[src/ulf_defines.svh]
`ifndef ULF_DEFINES_SVH
`define ULF_DEFINES_SVH
// ==========================================
// register byte offsets
`define ULF_OFS_DATA   8'h00
`define ULF_OFS_QCTL   8'h08
`define ULF_OFS_LINE   8'h0C
`define ULF_OFS_STAT   8'h1C
// ==========================================
// line format fields
`define ULF_LINE_W     7
`define ULF_LINE_RST   7'h00
`define ULF_LEN_LSB    0
`define ULF_STOP_BIT   2
`define ULF_PEN_BIT    3
`define ULF_EVEN_BIT   4
`define ULF_STICK_BIT  5
`define ULF_BRK_BIT    6
// ==========================================
// queue control and timing
`define ULF_FLUSH_BIT  2
`define ULF_FLUSH_CYC  2'h3
`define ULF_MIN_LEN    4'h5
`endif

[src/ulf_pkg.sv]
package ulf_pkg;
	// transmit sequencer states
	typedef enum logic [2:0] {TX_IDLE, TX_START, TX_DATA, TX_PAR, TX_STOP} ulf_tx_e;
	// receive sequencer states
	typedef enum logic [2:0] {RX_IDLE, RX_START, RX_DATA, RX_PAR, RX_STOP} ulf_rx_e;
endpackage : ulf_pkg

[src/ulf_line_format.sv]
// Implementation choice: the plain strobed port.
`timescale 1ns/1ps
`include "ulf_defines.svh"
module ulf_line_format
	import ulf_pkg::*;
#(
	parameter int CLKS_PER_BIT = 16 // bit time in clocks
)(
	input  wire logic        clk,
	input  wire logic        rst_b,
	input  wire logic [7:0]  addr,
	input  wire logic [31:0] wdata,
	input  wire logic        wr,
	input  wire logic        rd,
	output logic      [31:0] rdata,
	output logic             txd,
	input  wire logic        rxd
);
	localparam int HALF = CLKS_PER_BIT / 2;

	// ==========================================
	// reset release
	logic rst_m;  // first reset stage
	logic rst_sb; // released reset copy

	// async assert, two-stage release
	always_ff @(posedge clk or negedge rst_b)
	begin
		if (!rst_b)
		begin
			rst_m  <= 1'b0;
			rst_sb <= 1'b0;
		end
		else
		begin
			rst_m  <= 1'b1;
			rst_sb <= rst_m;
		end
	end

	// ==========================================
	// state
	typedef struct packed {
		logic [6:0]  line;   // format register
		logic [1:0]  flush;  // flush countdown
		logic [7:0]  thr;    // holding byte
		logic        thr_f;  // holding full
		ulf_tx_e     tst;    // tx state
		logic [15:0] tcnt;   // tx clock count
		logic [2:0]  tbit;   // tx bit index
		logic [7:0]  tsh;    // tx shifter
		logic        tpar;   // tx parity bit
		logic        tline;  // sequencer line
		logic        txd;    // pin flop
		logic        rs0;    // rx sync 1
		logic        rs1;    // rx sync 2
		ulf_rx_e     rst;    // rx state
		logic [15:0] rcnt;   // rx clock count
		logic [2:0]  rbit;   // rx bit index
		logic [7:0]  rsh;    // rx shifter
		logic        rpar;   // sampled parity
		logic [7:0]  rdat;   // received byte
		logic        rval;   // byte ready
		logic        perr;   // parity error
		logic        ferr;   // framing error
		logic [31:0] rdata;  // read data
	} ulf_state_s;

	ulf_state_s s;      // current
	ulf_state_s next_s; // next

	// ==========================================
	// format decode
	logic [3:0]  nbits;    // data bits
	logic        pen;      // parity on
	logic [15:0] stop_len; // stop period
	logic [7:0]  dmask;    // valid data bits

	always_comb
	begin
		// five plus length field
		nbits = `ULF_MIN_LEN + {2'h0, s.line[`ULF_LEN_LSB +: 2]};
		pen   = s.line[`ULF_PEN_BIT];
		dmask = 8'hFF >> (4'h8 - nbits);
		if (!s.line[`ULF_STOP_BIT])
			stop_len = 16'(CLKS_PER_BIT);
		else if (s.line[1:0] == 2'h0)
			stop_len = 16'(CLKS_PER_BIT + HALF);
		else
			stop_len = 16'(2 * CLKS_PER_BIT);
	end

	// parity for a data byte
	function automatic logic par_of(input logic [7:0] d, input logic [6:0] l);
		logic even;
		even = l[`ULF_EVEN_BIT];
		// stick: odd select sends 1, even sends 0
		if (l[`ULF_STICK_BIT])
			par_of = ~even;
		else
			par_of = even ? ^d : ~^d;
	endfunction : par_of

	// ==========================================
	// next state
	always_comb
	begin
		next_s = s;
		next_s.rs0 = rxd;
		next_s.rs1 = s.rs0;

		// register writes
		if (wr && addr == `ULF_OFS_LINE)
			next_s.line = wdata[`ULF_LINE_W-1:0];
		// a full holding byte refuses new data
		if (wr && addr == `ULF_OFS_DATA && !s.thr_f)
		begin
			next_s.thr   = wdata[7:0];
			next_s.thr_f = 1'b1;
		end

		// ---- transmitter ----
		next_s.tcnt = s.tcnt + 16'h1;
		unique case (s.tst)
			TX_IDLE:
			begin
				next_s.tline = 1'b1;
				next_s.tcnt  = 16'h0;
				if (s.thr_f)
				begin
					next_s.tsh   = s.thr & dmask;
					next_s.tpar  = par_of(s.thr & dmask, s.line);
					next_s.thr_f = 1'b0;
					next_s.tst   = TX_START;
					next_s.tline = 1'b0;
				end
			end
			TX_START:
			begin
				if (s.tcnt == 16'(CLKS_PER_BIT - 1))
				begin
					next_s.tcnt  = 16'h0;
					next_s.tbit  = 3'h0;
					next_s.tst   = TX_DATA;
					next_s.tline = s.tsh[0]; // lsb first
				end
			end
			TX_DATA:
			begin
				if (s.tcnt == 16'(CLKS_PER_BIT - 1))
				begin
					next_s.tcnt = 16'h0;
					next_s.tsh  = s.tsh >> 1;
					next_s.tbit = s.tbit + 3'h1;
					if ({1'b0, s.tbit} == nbits - 4'h1)
					begin
						// parity slot right after last bit
						next_s.tst   = pen ? TX_PAR : TX_STOP;
						next_s.tline = pen ? s.tpar : 1'b1;
					end
					else
						next_s.tline = s.tsh[1];
				end
			end
			TX_PAR:
			begin
				if (s.tcnt == 16'(CLKS_PER_BIT - 1))
				begin
					next_s.tcnt  = 16'h0;
					next_s.tst   = TX_STOP;
					next_s.tline = 1'b1;
				end
			end
			TX_STOP:
			begin
				// stop length follows format
				if (s.tcnt >= stop_len - 16'h1)
				begin
					next_s.tcnt = 16'h0;
					next_s.tst  = TX_IDLE;
				end
			end
		endcase

		// flush request, self-clears after three cycles
		if (s.flush != 2'h0)
			next_s.flush = s.flush - 2'h1;
		if (wr && addr == `ULF_OFS_QCTL && wdata[`ULF_FLUSH_BIT])
			next_s.flush = `ULF_FLUSH_CYC;
		if (s.flush != 2'h0 || next_s.flush != 2'h0)
		begin
			next_s.thr_f = 1'b0;
			next_s.tst   = TX_IDLE;
			next_s.tcnt  = 16'h0;
			next_s.tline = 1'b1;
		end

		// break only gates the pin
		next_s.txd = next_s.tline & ~next_s.line[`ULF_BRK_BIT];

		// ---- receiver ----
		if (rd && addr == `ULF_OFS_DATA)
			next_s.rval = 1'b0; // read clears, set below wins
		next_s.rcnt = s.rcnt + 16'h1;
		unique case (s.rst)
			RX_IDLE:
			begin
				next_s.rcnt = 16'h0;
				if (!s.rs1)
					next_s.rst = RX_START;
			end
			RX_START:
			begin
				// recheck start at mid bit
				if (s.rcnt == 16'(HALF - 1))
				begin
					next_s.rcnt = 16'h0;
					next_s.rbit = 3'h0;
					next_s.rst  = s.rs1 ? RX_IDLE : RX_DATA;
				end
			end
			RX_DATA:
			begin
				if (s.rcnt == 16'(CLKS_PER_BIT - 1))
				begin
					next_s.rcnt = 16'h0;
					next_s.rsh  = {s.rs1, s.rsh[7:1]}; // lsb first
					next_s.rbit = s.rbit + 3'h1;
					if ({1'b0, s.rbit} == nbits - 4'h1)
						next_s.rst = pen ? RX_PAR : RX_STOP;
				end
			end
			RX_PAR:
			begin
				if (s.rcnt == 16'(CLKS_PER_BIT - 1))
				begin
					next_s.rcnt = 16'h0;
					next_s.rpar = s.rs1;
					next_s.rst  = RX_STOP;
				end
			end
			RX_STOP:
			begin
				if (s.rcnt == 16'(CLKS_PER_BIT - 1))
				begin
					next_s.rdat = s.rsh >> (4'h8 - nbits);
					next_s.rval = 1'b1;
					// check only with parity on
					next_s.perr = pen && (s.rpar != par_of(s.rsh >> (4'h8 - nbits), s.line));
					next_s.ferr = ~s.rs1;
					next_s.rst  = RX_IDLE;
				end
			end
		endcase

		// read mux, one cycle later
		next_s.rdata = 32'h0;
		if (rd)
		begin
			unique case (addr)
				`ULF_OFS_DATA: next_s.rdata = {24'h0, s.rdat};
				`ULF_OFS_QCTL: next_s.rdata = {29'h0, s.flush != 2'h0, 2'h0};
				`ULF_OFS_LINE: next_s.rdata = {25'h0, s.line};
				`ULF_OFS_STAT: next_s.rdata = {27'h0, s.ferr, s.perr, s.rval,
				                               s.thr_f, s.tst != TX_IDLE};
				default:       next_s.rdata = 32'h0; // unmapped
			endcase
		end
	end

	// ==========================================
	// state register
	always_ff @(posedge clk or negedge rst_sb)
	begin
		if (!rst_sb)
		begin
			s       <= '0;
			s.line  <= `ULF_LINE_RST;
			s.tst   <= TX_IDLE;
			s.rst   <= RX_IDLE;
			s.tline <= 1'b1;
			s.txd   <= 1'b1;
			s.rs0   <= 1'b1;
			s.rs1   <= 1'b1;
		end
		else
			s <= next_s;
	end

	assign rdata = s.rdata;
	assign txd   = s.txd;
endmodule : ulf_line_format

[config.mk]
export PLATFORM = sky130hd
export DESIGN_NAME = ulf_line_format
export DESIGN_NICKNAME = d
export VERILOG_FILES = /design/src/ulf_pkg.sv /design/src/ulf_line_format.sv
export VERILOG_INCLUDE_DIRS = /design/src
export SDC_FILE = /design/constraint.sdc
export NUM_CORES = 1
export LEC_CHECK = 0
export BUFFER_PORTS_ARGS = -buffer_cell sky130_fd_sc_hd__buf_2
export CAP_MARGIN = 20
export CORE_MARGIN = 3
export CORE_UTILIZATION = 38
export DETAILED_ROUTE_END_ITERATION = 10
export PLACE_DENSITY = 0.63
export SKIP_LAST_GASP = 1
export SLEW_MARGIN = 40
export SYNTH_ARGS = -nofsm -noshare
export SYNTH_HDL_FRONTEND = slang
export SYNTH_SLANG_ARGS = --single-unit
[constraint.sdc]
create_clock -name clk -period 8 [get_ports clk]
set_input_delay 0.8 -clock clk [delete_from_list [all_inputs] [get_ports clk]]
set_output_delay 0.8 -clock clk [all_outputs]
set_load 0.1 [all_outputs]
==> out/summary.md <==
The logs give 0 for the antenna diode count and 274 for the detailed router's first-iteration violation count. The clock sink count came out at 105. Post-CTS repair timing setup buffer count: 0. Final wirelength: 10.8 mm. The endpoint identified for the worst register-to-register timing path is s[33]$_DFFE_PN0P_. Number of fill cells in the layout: 1,361. The number of gates resized after CTS was 0. Averaged over all synthesized cells, the footprint is 9.97 um2. Setup total negative slack: 0 ps.

The number of flops mapped to enable cells by yosys is 0, and the setup-violating endpoint count in the final report is 0. The run gives 0 as the count of synthesis-stage warnings from yosys. Routability-driven placement finished with a final weighted congestion of 0.828. The count of nets left with antenna violations once routing finished came out at 0.

The number of distinct library cells after synthesis is 56. Setup repair after global routing left no endpoint under its margin. The pin slew with the least headroom to its limit was 681 ps; the fraction of final layout cells with drive strength greater than 1 was 0.154. Clock skew on the completed layout was measured at 6.58 ps.

The number of flip-flops and latches in the synthesized netlist was 105; the worst-case setup slack after placement was 4520 ps. Sort of element at the start of the critical path: a flop. The sequential cells in the finished layout cover a total of 2640 um2.

By area the synthesized netlist is led by dfrtp_1, mux2_2, nor2_1. The average detailed-routed wire length per instance came out at 14.3 um. The die boundary width works out to 127 um. Walking the worst path, the cells encountered are inv_1 -> ha_1 -> mux4_1 -> xor2_1 -> xnor2_1 -> xnor3_1 -> nor2_2 -> xnor2_1 -> o31ai_2. The effective utilization at floorplan was 0.395; the post-synthesis instance area was 5560 um2. The worst slew margin relative to its limit is 0.546. The number of vias after detailed routing came out at 3,856. For the post-layout worst setup margin, the log shows 4520 ps. The critical path in this run is classified as flop to flop. The average via count per standard cell was 5.08; the peak supply drop was 0.0000943 V. The cell that appears most often on the critical path is xnor2_1. The tools report the count of final hold-check violations as 0. TritonCTS built the clock tree. The floorplan step defined a core boundary enclosing 14,100 um2.

Counting along the longest clock path gives a buffer depth of 2. For the worst setup path, the data arrival time is 3730 ps. At the end of the flow, the number of nets in the layout was 631. The floorplan step defined a die boundary enclosing 16,100 um2. The number of buffer and inverter stages on the critical path was 1.

In this run the number of H-tree levels came out at 3. CTS placed an instance of clkbuf_16 at the clock tree root. Primary flip-flop cell chosen by synthesis mapping: dfrtp_1. From bottom edge to top edge, the die measures 127 um. Max-cap violations in this run came to 0.

Counting instances in the post-synthesis netlist gives the leading cell types as dfrtp_1, nor2_1, nand2_1. Grouping stages by cell kind, the critical path spends the most delay in XOR/XNOR gates. The post-route minimum period came out at 3480 ps.

Power spread over the standard cell area amounts to 199 nW/um2. The flow ran to the end, and the final reports show no timing, DRC or antenna violations. The number of rows created at floorplan is 43. Summed over all nets, the half-perimeter wirelength after detailed placement is 7.77 mm. The total routing usage reported by global routing came out at 0.141. STA classifies the critical path endpoint as a flop. Along the worst path, the maximum fanout reaches 18. The run gives 3,841 as the number of global-route vias before repair. Final max-slew violation count: 0. The tools report the count of hold buffers inserted by post-cts repair as 0.

The fraction of registers with async set or reset after synthesis is 1.00, and the setup slack of the worst register-to-register path is 4520 ps. The cell at the slowest stage of the critical path is dfrtp_1. In this run the tool buffered the top-level ports with 29 buffer cells. The maximum number of pins on one net before global-route repair came out at 78. STA puts the critical path data required time at 8260 ps. The cell depth of the worst flop-to-flop path works out to 9. Clock-pin slew was measured on the worst setup and hold paths at 70 ps. The worst register-to-register path begins at s[120]$_DFFE_PN0P_. The run gives 2 as the initial antenna violation count. The highest attainable clock frequency is 288 MHz.

The global route total overflow was 0; the number of detailed-routing iterations run before antenna repair was 5. On the worst path, the slowest cell contributes a delay of 740 ps. At the later pin of the worst-skew pair, clock insertion delay measures 350 ps.

By instance count, the leading cell after synthesis is dfrtp_1. The static leakage power was 2.83 nW. The first global-routing pass estimated 18.6 mm of wire. The area share of the largest cell type after synthesis works out to 0.454. The cell taking the most area after synthesis is dfrtp_1. In the routed design, unresolved DRC markers number 0. The worst min-delay path category is input port to asynchronous set/reset pin. Counting the buffers created by CTS gives 9.

Area added between synthesis and finish: 8.14%. The sequential element share of the synthesized area was 0.473; the cell count after synthesis was 558. Area used by multi-input combinational logic: 2670 um2.

The final cycle utilization of the critical path is 0.434. In this run the count of I/O pins placed on the die edge is 78.
-- flip-flops by register name (all words and copies together), names as in the netlist --
signal / cells
rst_sb: 1
rdata: 8
rst_m: 1
next_s: 1
s: 92
pen: 1
txd: 1
-- stage by stage --
| step | hold slack, ps | util | cell area [um2] | std cells | power [mW] |
|---|---|---|---|---|---|
| floorplan | 331 | - | 5650 | 582 | 0.768 |
| global placement | 248 | 0.406 | 5720 | 743 | 0.789 |
| detailed placement | 259 | 0.407 | 5730 | 743 | 0.795 |
| CTS | 206 | 0.426 | 6010 | 759 | 1.21 |
| global route | 213 | 0.427 | 6020 | 759 | 1.25 |
| finish | 221 | 0.427 | 6020 | 759 | 1.20 |
-- layout by cell type (no fill, tap or decap), drive strengths merged, types with 12 or more instances in the layout --
master	n
xnor2	24
inv	15
o21ai	26
mux2	28
conb	26
nand3	12
nand2	63
xor2	21
nor2	72
ha	12
dfrtp	101
and3	12
a21oi	19
buf	31
-- per-layer routing --
metal  up-vias  routed length (um)  track usage
li1       1899                   -            -
met1      1863                5140        0.194
met2        75                4910        0.214
met3        15                 589       0.0376
met4         4                 161       0.0530
met5         -                  21            0
-- how the worst max path moves through the flow --
stage / startpoint / to / depth (start not counted)
finish: s[120]$_DFFE_PN0P_ / s[33]$_DFFE_PN0P_ / 9
global route: s[120]$_DFFE_PN0P_ / s[33]$_DFFE_PN0P_ / 9
CTS: s[120]$_DFFE_PN0P_ / s[33]$_DFFE_PN0P_ / 9
detailed placement: s[120]$_DFFE_PN0P_ / s[33]$_DFFE_PN0P_ / 9
global placement: s[120]$_DFFE_PN0P_ / s[33]$_DFFE_PN0P_ / 9
floorplan: rst_sb$_DFF_PN0_ / pen$_DFFE_PN0P_ / 0
-- report_power, final --
part	internal, mW	switching [mW]
logic	0.0498	0.140
registers	0.562	0.0313
clock network	0.213	0.199
total	0.825	0.370
-- final cells by class --
type / count / area share
multi-input combinational: 413 / 0.443
sequential: 105 / 0.438
clock buffer: 11 / 0.0387
tap: 180 / 0.0374
timing repair buffer: 31 / 0.0272
inverter: 14 / 0.00874
clock inverter: 5 / 0.00666
-- cells by family (layout without fill, tap and decap cells) --
family	after synthesis	in the layout	share of synthesized area
and+or+nand+nor	213	213	0.180
AOI/OAI and AO/OA	77	77	0.0875
other	2	26	0.00135
adders and majority gates	12	12	0.0270
DFF	105	105	0.473
muxes	39	39	0.0897
buffers and inverters	64	61	0.0666
xor gates and xnor gates	46	46	0.0749
Note: power is estimated with default switching activity, not from simulation.
